### config.mk
export PLATFORM = sky130hd
export DESIGN_NAME = pnp_regs
export DESIGN_NICKNAME = d
export VERILOG_FILES = /design/src/core/pnp_pkg.sv /design/src/core/pnp_page_if.sv /design/src/core/pnp_page_rx.sv /design/src/core/pnp_regs.sv
export VERILOG_INCLUDE_DIRS = /design/src /design/src/core
export SDC_FILE = /design/constraint.sdc
export NUM_CORES = 1
export LEC_CHECK = 0
export BUFFER_PORTS_ARGS = -buffer_cell sky130_fd_sc_hd__buf_4
export CAP_MARGIN = 20
export CORE_MARGIN = 2
export CORE_UTILIZATION = 35
export CTS_BUF_LIST = sky130_fd_sc_hd__clkbuf_8
export DETAILED_ROUTE_END_ITERATION = 10
export PLACE_DENSITY = 0.61
export SYNTH_ARGS = -nofsm -noshare
export SYNTH_HDL_FRONTEND = slang
export SYNTH_HIERARCHICAL = 1
export SYNTH_SLANG_ARGS = --single-unit
export TNS_END_PERCENT = 50
### constraint.sdc
create_clock -name clk -period 3.6 [get_ports clk]
set_input_delay 0.54 -clock clk [delete_from_list [all_inputs] [get_ports clk]]
set_output_delay 0.54 -clock clk [all_outputs]
set_load 0.01 [all_outputs]
### src/core/pnp_cfg.svh
// Constants for the partner next page receive register block
`ifndef PNP_CFG_SVH
`define PNP_CFG_SVH

`define PNP_ADDR_CTRL 8'h6E
`define PNP_ADDR_OFS 8'h6F
`define PNP_ADDR_DATA 8'hA0
`define PNP_TBL_MSB 7
`define PNP_TBL_LSB 5
`define PNP_PORT_MSB 3
`define PNP_PORT_LSB 0
`define PNP_TBL_EEE 3'h1
`define PNP_PORT_FIRST 4'h3
`define PNP_PORT_LAST 4'h4
`define PNP_OFS_HI 8'h10
`define PNP_OFS_LO 8'h11
`define PNP_BIT_MORE 15
`define PNP_BIT_ACK 14
`define PNP_BIT_MSG 13
`define PNP_BIT_COMPLY 12
`define PNP_BIT_TGL 11
`define PNP_ACK_MASK 16'h4000
`define PNP_CONSIST_CNT 2'h3
`define PNP_PAGE_RST 16'h0000
`define PNP_BYTE_RST 8'h00

`endif

### src/core/pnp_pkg.sv
// Types shared by the partner next page receive register block
package pnp_pkg;
	typedef logic [15:0] pnp_word_t;
	typedef enum logic [1:0] {PNP_SEL_NONE, PNP_SEL_P3, PNP_SEL_P4} pnp_sel_t;
endpackage

### src/core/pnp_page_if.sv
// Link codeword stream into one port's page catcher, and its captured state back
`timescale 1ns/10ps
interface pnp_page_if;
	logic word_valid;
	pnp_pkg::pnp_word_t word;
	logic is_base;
	pnp_pkg::pnp_word_t page;
	logic ack;
	logic tgl_err;
	modport feed (output word_valid, output word, output is_base,
		input page, input ack, input tgl_err);
	modport catcher (input word_valid, input word, input is_base,
		output page, output ack, output tgl_err);
endinterface

### src/core/pnp_page_rx.sv
// Per-port catcher of the partner's next page with consistency and toggle checks
`timescale 1ns/10ps
`include "pnp_cfg.svh"
module pnp_page_rx (
	// Clock and reset
	input wire logic clk,
	input wire logic rst_b,
	// Codeword stream and captured page
	pnp_page_if.catcher rx
);
	logic [1:0] cnt_r, cnt_nxt;
	pnp_pkg::pnp_word_t last_r, last_nxt, page_r, page_nxt;
	logic prev_tgl_r, prev_tgl_nxt, ack_r, ack_nxt, err_r, err_nxt;
	logic match, accept;

	////////////////////////////////////////////////////////////////////////////
	always_comb begin
		cnt_nxt = cnt_r;
		last_nxt = last_r;
		page_nxt = page_r;
		prev_tgl_nxt = prev_tgl_r;
		ack_nxt = ack_r;
		err_nxt = err_r;
		match = 1'b0;
		accept = 1'b0;
		if (rx.word_valid) begin
			// Ack bit is ignored when comparing bursts
			match = (cnt_r != 2'h0) &&
				((rx.word & ~`PNP_ACK_MASK) == (last_r & ~`PNP_ACK_MASK));
			last_nxt = rx.word;
			if (!match) begin
				cnt_nxt = 2'h1;
				ack_nxt = 1'b0;
			end else if (cnt_r != `PNP_CONSIST_CNT) begin
				cnt_nxt = cnt_r + 2'h1;
			end
			accept = match && (cnt_r == `PNP_CONSIST_CNT - 2'h1);
			if (accept) begin
				ack_nxt = 1'b1;
				if (rx.is_base) begin
					prev_tgl_nxt = rx.word[`PNP_BIT_TGL];
				end else if (rx.word[`PNP_BIT_TGL] != prev_tgl_r) begin
					// All fields move together on an accepted page
					page_nxt = rx.word;
					prev_tgl_nxt = rx.word[`PNP_BIT_TGL];
				end else begin
					// Stale toggle means a repeated page: keep old contents
					err_nxt = 1'b1;
				end
			end
		end
	end

	always_ff @(posedge clk or negedge rst_b) begin
		if (!rst_b) begin
			cnt_r <= 2'h0;
			last_r <= `PNP_PAGE_RST;
			page_r <= `PNP_PAGE_RST;
			prev_tgl_r <= 1'b0;
			ack_r <= 1'b0;
			err_r <= 1'b0;
		end else begin
			cnt_r <= cnt_nxt;
			last_r <= last_nxt;
			page_r <= page_nxt;
			prev_tgl_r <= prev_tgl_nxt;
			ack_r <= ack_nxt;
			err_r <= err_nxt;
		end
	end

	assign rx.page = page_r;
	assign rx.ack = ack_r;
	assign rx.tgl_err = err_r;
endmodule // pnp_page_rx

### src/core/pnp_regs.sv
// Indirect access to the partner next page receive register of ports 3 and 4
//
// Overview of operation
// - Offset byte chooses byte returned at data
// - Offset 0x10 upper byte, 0x11 lower
// - Bit 15 shows partner more-pages flag
// - Bit 14 shows partner acknowledge
// - Acknowledge after three consistent bursts
// - Bit 13 message versus unformatted page
// - Bit 12 shows partner will-comply flag
// - Toggle alternates from previous codeword
// - First toggle inverts base page bit
// - Bits 10:0 hold received code field
`timescale 1ns/10ps
`include "pnp_cfg.svh"
module pnp_regs #(
	parameter int NPORTS = 2
) (
	// Clock and reset
	input wire logic clk,
	input wire logic rst_b,
	// Byte register port
	input wire logic [7:0] reg_addr,
	input wire logic [7:0] reg_wdata,
	input wire logic reg_wr,
	input wire logic reg_rd,
	output logic [7:0] reg_rdata,
	output logic reg_rvalid,
	// Received link codewords, index 0 is port 3
	input wire logic [NPORTS-1:0] lp_word_valid,
	input wire logic [NPORTS-1:0][15:0] lp_word,
	input wire logic [NPORTS-1:0] lp_is_base,
	// Negotiation status back to the link side
	output logic [NPORTS-1:0] ack_tx,
	output logic [NPORTS-1:0] tgl_err
);
	logic [7:0] ctrl_r, ctrl_nxt, ofs_r, ofs_nxt, rdata_r, rdata_nxt;
	logic rvalid_r, rvalid_nxt;
	pnp_pkg::pnp_word_t page_w [NPORTS];
	pnp_pkg::pnp_word_t sel_page;
	pnp_pkg::pnp_sel_t sel;
	logic [7:0] data_byte;

	////////////////////////////////////////////////////////////////////////////
	genvar gi;
	generate
		for (gi = 0; gi < NPORTS; gi++) begin : g_port
			pnp_page_if pif ();
			assign pif.word_valid = lp_word_valid[gi];
			assign pif.word = lp_word[gi];
			assign pif.is_base = lp_is_base[gi];
			assign page_w[gi] = pif.page;
			// Both come straight from catcher flops
			assign ack_tx[gi] = pif.ack;
			assign tgl_err[gi] = pif.tgl_err;
			pnp_page_rx u_rx (
				.clk(clk),
				.rst_b(rst_b),
				.rx(pif.catcher)
			);
		end
	endgenerate

	////////////////////////////////////////////////////////////////////////////
	always_comb begin
		sel = pnp_pkg::PNP_SEL_NONE;
		sel_page = `PNP_PAGE_RST;
		data_byte = `PNP_BYTE_RST;
		if (ctrl_r[`PNP_TBL_MSB:`PNP_TBL_LSB] == `PNP_TBL_EEE) begin
			if (ctrl_r[`PNP_PORT_MSB:`PNP_PORT_LSB] == `PNP_PORT_FIRST) begin
				sel = pnp_pkg::PNP_SEL_P3;
			end else if (ctrl_r[`PNP_PORT_MSB:`PNP_PORT_LSB] == `PNP_PORT_LAST) begin
				sel = pnp_pkg::PNP_SEL_P4;
			end
		end
		case (sel)
			pnp_pkg::PNP_SEL_P3: sel_page = page_w[0];
			pnp_pkg::PNP_SEL_P4: sel_page = page_w[NPORTS-1];
			default: sel_page = `PNP_PAGE_RST;
		endcase
		// Other offsets of the table live elsewhere and read zero here
		if (sel != pnp_pkg::PNP_SEL_NONE && ofs_r == `PNP_OFS_HI) begin
			data_byte = sel_page[15:8];
		end else if (sel != pnp_pkg::PNP_SEL_NONE && ofs_r == `PNP_OFS_LO) begin
			data_byte = sel_page[7:0];
		end
	end

	always_comb begin
		ctrl_nxt = ctrl_r;
		ofs_nxt = ofs_r;
		rdata_nxt = rdata_r;
		rvalid_nxt = reg_rd;
		if (reg_wr && reg_addr == `PNP_ADDR_CTRL) begin
			ctrl_nxt = reg_wdata;
		end else if (reg_wr && reg_addr == `PNP_ADDR_OFS) begin
			ofs_nxt = reg_wdata;
		end
		// Writes to the data byte are dropped: the page is read-only
		if (reg_rd) begin
			if (reg_addr == `PNP_ADDR_CTRL) begin
				rdata_nxt = ctrl_r;
			end else if (reg_addr == `PNP_ADDR_OFS) begin
				rdata_nxt = ofs_r;
			end else if (reg_addr == `PNP_ADDR_DATA) begin
				rdata_nxt = data_byte;
			end else begin
				rdata_nxt = `PNP_BYTE_RST;
			end
		end
	end

	always_ff @(posedge clk or negedge rst_b) begin
		if (!rst_b) begin
			ctrl_r <= `PNP_BYTE_RST;
			ofs_r <= `PNP_BYTE_RST;
			rdata_r <= `PNP_BYTE_RST;
			rvalid_r <= 1'b0;
		end else begin
			ctrl_r <= ctrl_nxt;
			ofs_r <= ofs_nxt;
			rdata_r <= rdata_nxt;
			rvalid_r <= rvalid_nxt;
		end
	end

	assign reg_rdata = rdata_r;
	assign reg_rvalid = rvalid_r;

	// Field view of the selected page, named as software sees the bits
	logic more_pages_flag, peer_ack_flag, message_kind_flag, will_comply_flag;
	logic [2:0] code_top;
	assign more_pages_flag = sel_page[`PNP_BIT_MORE];
	assign peer_ack_flag = sel_page[`PNP_BIT_ACK];
	assign message_kind_flag = sel_page[`PNP_BIT_MSG];
	assign will_comply_flag = sel_page[`PNP_BIT_COMPLY];
	assign code_top = sel_page[10:8];
endmodule // pnp_regs

* After elaboration in Yosys (flattened, before gate mapping)
Cells that the tools add are included.
** Word-level totals
- Flip-flop bits (word level) :: 99
** Cells by class
- $add $sub $neg :: 2
- Equality and inequality tests :: 22
- Muxes and demuxes :: 21
- Bitwise logic cells :: 5
- Reduce and logical (&&, ||, !) cells :: 24
** Operators by type and width (count)
- two-way mux 8 bit :: 5
- one-hot mux 16 bit (2 select lines) :: 1
- == test 15 bit :: 2
- == test 8 x 5 -> 1 bit (second input constant) :: 2
- == test 8 x 7 -> 1 bit (second input constant) :: 2
- AND reduction 4 bit :: 4
- two-way mux 2 bit :: 7
- != test 2 bit (second input constant) :: 6
- AND reduction 2 bit :: 5
- nonzero test 2 bit :: 5
- == test 8 bit (second input constant) :: 1
- logical AND 1 bit :: 8
- two-way mux 1 bit :: 8
- == test 2 bit (second input constant) :: 3
- AND reduction 3 bit :: 2
- NOT 1 bit :: 5
- adder 2 x 1 -> 2 bit (second input constant) :: 2
- == test 4 x 2 -> 1 bit (second input constant) :: 1
- == test 4 x 3 -> 1 bit (second input constant) :: 1
- == test 3 x 1 -> 1 bit (second input constant) :: 1
- == test 2 x 1 -> 1 bit (second input constant) :: 1
- != test 1 bit :: 2

* Depth between registers and ports, before layout
- Word-level depth :: 11
- Depth in mapped cells :: 10
- Depth with buffers taken out :: 9

* By module
The synthesis kept the hierarchy.
** Modules (own cells, without submodules)
- pnp_page_rx :: times used 2, cells each 113, area each 1672.9 um^2
- pnp_regs :: times used 1, cells each 151, area each 1525.2 um^2

* Worst setup path after synthesis
No wires, ideal clock.
- Path type :: reg2reg
- Start :: register ctrl_r[3]
- End :: register rdata_r[0] (netlist: reg_rdata[0])
- Library setup time :: 0.078 ns
- Data arrival time :: 2.489 ns
- Path slack :: 1.034 ns
- Stages on the path, launching flop included :: 11
- Buffers on the path :: 1
- Clock period less this slack :: 2.566 ns
- Cells stage by stage :: dfrtp_1 > nor4b_1 > and4b_1 > inv_1 > ha_1 > nor4b_1 > nand2_1 > or4_1 > buf_2 > a221o_1 > a21oi_1
** Between the ends
- Cells in the longest elaborated chain, start to end :: 11
** RTL lines
- from (decl) :: line pnp_regs.sv:37 : logic [7:0] ctrl_r, ctrl_nxt, ofs_r, ofs_nxt, rdata_r, rdata_nxt;
- from (signal assigned) :: line pnp_regs.sv:115 : ctrl_r <= `PNP_BYTE_RST;
- from (signal assigned) :: line pnp_regs.sv:120 : ctrl_r <= ctrl_nxt;
- == test 4 x 3 -> 1 bit (no line)
- two-way mux 2 bit :: line pnp_regs.sv:72 : end else if (ctrl_r[`PNP_PORT_MSB:`PNP_PORT_LSB] == `PNP_PORT_LAST) begin
- two-way mux 2 bit * :: line pnp_regs.sv:70 : if (ctrl_r[`PNP_PORT_MSB:`PNP_PORT_LSB] == `PNP_PORT_FIRST) begin
- two-way mux 2 bit * :: line pnp_regs.sv:69 : if (ctrl_r[`PNP_TBL_MSB:`PNP_TBL_LSB] == `PNP_TBL_EEE) begin
- == test 2 bit, or another cell as far along :: line pnp_regs.sv:76 : case (sel)
- one-hot mux 16 bit (2 select lines) / logical AND 1 bit (equally long branches)
- two-way mux 8 bit :: line pnp_regs.sv:84 : end else if (sel != pnp_pkg::PNP_SEL_NONE && ofs_r == `PNP_OFS_LO) begin
- two-way mux 8 bit * :: line pnp_regs.sv:82 : if (sel != pnp_pkg::PNP_SEL_NONE && ofs_r == `PNP_OFS_HI) begin
- two-way mux 8 bit * :: line pnp_regs.sv:105 : end else if (reg_addr == `PNP_ADDR_DATA) begin
- two-way mux 8 bit * :: line pnp_regs.sv:103 : end else if (reg_addr == `PNP_ADDR_OFS) begin
- two-way mux 8 bit * :: line pnp_regs.sv:101 : if (reg_addr == `PNP_ADDR_CTRL) begin
- to (signal assigned) :: line pnp_regs.sv:117 : rdata_r <= `PNP_BYTE_RST;
- to (signal assigned) :: line pnp_regs.sv:122 : rdata_r <= rdata_nxt;
- to (decl) :: line pnp_regs.sv:37
Every way passes the cells marked *; elsewhere a longest branch is shown, timed or not.
A chain may end at the register's enable or synchronous reset.

* Final worst setup path
- Start :: register ctrl_r[3]
- End :: register rdata_r[1] (netlist: reg_rdata[1])
The elaborated chain is that of the path after synthesis.

==> impl_metrics.env <==
export IMPL_drc=0
export IMPL_cp_slowest_cell="or4_1"
export IMPL_die_h_um=122
export IMPL_synth_seq_cells=97
export IMPL_synth_common_cells="dfrtp_1, mux2_2, xor2_1"
export IMPL_grt_max_degree=60
export IMPL_switchingPower_uw=532
export IMPL_grt_usage=0.148
export IMPL_drt_iter0_drc=162
export IMPL_setup_viol=0
export IMPL_critPathCaptureType="register"
export IMPL_synth_cell_types=44
export IMPL_firstDrtPassIters=4
export IMPL_syn_area_per_cell_um2=12.9
export IMPL_dieArea_um2=14900
export IMPL_grt_overflow_total=0
export IMPL_tightestPinTransition_ns=0.772
export IMPL_wire_per_inst_um=16.8
export IMPL_finalMaxSlewViolations=0
export IMPL_num_antenna_cells=0
export IMPL_finalSetupTns_ns=0
export IMPL_syn2layout_area_growth_pct=17.2
export IMPL_synth_edff_count=0
export IMPL_place_port_buffers=68
export IMPL_pwr_share_seq=0.538
export IMPL_grt_pass1_vias=3232
export IMPL_p_sw_frac=0.244
export IMPL_crit_top_cell="nor4b_1"
export IMPL_final_cell_count_no_fill=623
export IMPL_placed_area_um2=5500
export IMPL_core_area_um2=13700
export IMPL_floorplan_initialDensity=0.355
export IMPL_min_path_type="primary input to asynchronous set/reset pin"
export IMPL_place_gp_congestion=0.807
export IMPL_max_freq_ghz=0.342
export IMPL_holdWs_ns=0.250
export IMPL_synth_top_area_frac=0.498
export IMPL_hold_violations=0
export IMPL_intPower_uw=1650
export IMPL_wl_um=10500
export IMPL_yosys_cell_count_top_type="dfrtp_1"
export IMPL_via_count=3129
export IMPL_ctsResizeCount=0
export IMPL_grt_first_pass_wirelength_um=16900
export IMPL_clock_sinks=97
export IMPL_netlist_top_cells_area="dfrtp_1, mux2_2, mux2_4"
export IMPL_cts_tree="done"
export IMPL_cts_root_buf="clkbuf_8"
export IMPL_layout_nets=503
export IMPL_cts_buffers=9
export IMPL_slowest_delay_ns=0.68
export IMPL_finalClockSkew_ns=0.0110
export IMPL_insertion_delay_ns=0.36
export IMPL_cts_hold_buf=0
export IMPL_die_x_um=122
export IMPL_yosysWarnings=6
export IMPL_synth_async_reset_ratio=1.00
export IMPL_cap_violations=0
export IMPL_rr_endpoint="reg_rdata[1]$_DFFE_PN0P_"
export IMPL_crit_arrival_ns=3.21
export IMPL_r2r_cells=9
export IMPL_clock_path_buffers=2
export IMPL_post_route_min_period_ns=2.93
export IMPL_required_ns=3.88
export IMPL_dp_hpwl_um=7750
export IMPL_ios=69
export IMPL_htreeDepth=3
export IMPL_place_inst=607
export IMPL_drive_above_1_share=0.381
export IMPL_startpoint_type="register"
export IMPL_crit_chain="nor4b_1 > and4b_1 > inv_1 > ha_1 > nor4b_1 > nand2_1 > or4_1 > a221o_1 > a21oi_1"
export IMPL_yosysSeqAreaShare=0.498
export IMPL_synth_area_leader_cell="dfrtp_1"
export IMPL_path_class="register to register"
export IMPL_period_share=0.813
export IMPL_status="finished clean"
export IMPL_antenna_found_initial=0
export IMPL_synthesis_instances=377
export IMPL_p_per_area_nw_per_um2=382
export IMPL_syn_nets=442
export IMPL_clock_power_share=0.348
export IMPL_p_comb_frac=0.114
export IMPL_worstPathMaxFanout=8
export IMPL_r2r_setup_slack_ns=0.67
export IMPL_vdd_ir_drop_max_v=0.000179
export IMPL_max_slew_margin=0.486
export IMPL_ant_nets=0
export IMPL_path_clk_slew_ns=0.09
export IMPL_ys_flop_type="dfrtp_1"
export IMPL_rsz0062_at_grt="no"
export IMPL_post_cts_buffers=0
export IMPL_finalPower_uw=2180
export IMPL_viasPerCell=5.02
export IMPL_leakagePower_uw=0.00262
export IMPL_stdcell_area_um2=5710
export IMPL_reg2reg_from="ctrl_r[3]$_DFFE_PN0P_"
export IMPL_syn_area_um2=4870
export IMPL_rows=43
worst max-delay path, delay by kind of cell, from the launching register on:
family | cells | cell delay [ns]
DFF | 1 | 0.41
and+or+nand+nor | 5 | 1.70
buffers and inverters | 1 | 0.07
AOI/OAI and AO/OA | 2 | 0.49
adders and majority gates | 1 | 0.17
worst max path at each step:
stage	slack, ns	from	depth (start not counted)	end
6_report	0.67	ctrl_r[3]$_DFFE_PN0P_	9	reg_rdata[1]$_DFFE_PN0P_
5_1_grt	0.45	ctrl_r[3]$_DFFE_PN0P_	9	reg_rdata[3]$_DFFE_PN0P_
4_1_cts	0.66	ctrl_r[3]$_DFFE_PN0P_	9	reg_rdata[7]$_DFFE_PN0P_
3_5_place_dp	0.69	ctrl_r[3]$_DFFE_PN0P_	9	reg_rdata[7]$_DFFE_PN0P_
3_3_place_gp	0.80	ctrl_r[3]$_DFFE_PN0P_	9	reg_rdata[4]$_DFFE_PN0P_
2_1_floorplan	1.03	ctrl_r[3]$_DFFE_PN0P_	10	reg_rdata[0]$_DFFE_PN0P_
cells by family after synthesis:
group,after synthesis,synth area share
buf+inv,33,0.0370
fa+ha+maj,9,0.0231
xor+xnor,32,0.0575
mux,80,0.200
flops,97,0.498
compound gates,70,0.101
simple gates,56,0.0835
layout by cell type, fill, tap and decap left out, types with 3 or more instances in the layout:
cell	netlist	routed
nor2_1	14	14
a21oi_1	12	12
o21ai_0	10	10
dfrtp_1	97	97
o22ai_1	8	8
clkbuf_8	0	9
buf_4	4	72
nand2_1	3	3
a22oi_1	16	16
a221o_1	8	8
ha_1	9	9
mux2_4	20	20
nor4_1	5	5
xor2_1	30	30
mux2_1	8	8
mux2_2	50	50
nor2b_1	8	8
o21a_1	8	8
inv_1	11	13
power groups by stage:
stage	registers (uW)	logic [uW]	clock network (uW)
after floorplan	1190	132	0
after global placement	1190	249	0
after detailed placement	1200	253	0
after CTS	1170	254	791
after global routing	1180	275	837
final	1170	248	760
final cells by class:
class / instances / area, um^2
Clock inverter: 7 / 87.6
Fill cell: 1311 / 8010
Timing Repair Buffer: 72 / 541
Multi-Input combinational cell: 247 / 2260
Sequential cell: 97 / 2430
Clock buffer: 9 / 124
Inverter: 11 / 41.3
Tap cell: 180 / 225
stage by stage:
step,setup WS (ns),util
finish,0.674,0.416
global route,0.451,0.416
CTS,0.663,0.416
detailed placement,0.686,0.401
global placement,0.803,0.401
floorplan,1.03,-
flip-flops by register name (all words and copies together) (netlist names):
signal                  cells
g_port.u_rx/rx.page        32
ofs_r                       8
g_port.u_rx/rx.tgl_err      2
reg_rdata                   8
ctrl_r                      8
g_port.u_rx/cnt_r           4
g_port.u_rx/prev_tgl_r      2
g_port.u_rx/rx.ack          2
g_port.u_rx/last_r         30
reg_rvalid                  1
routing by layer:
metal | vias to the layer above | GRT usage | share of wire
met5 | - | 0 | 0
met4 | 0 | 0.0467 | 0.013
met3 | 10 | 0.0300 | 0.046
met2 | 77 | 0.240 | 0.49
met1 | 1557 | 0.201 | 0.45
li1 | 1485 | - | -
Power figures use the tool's default switching activity.
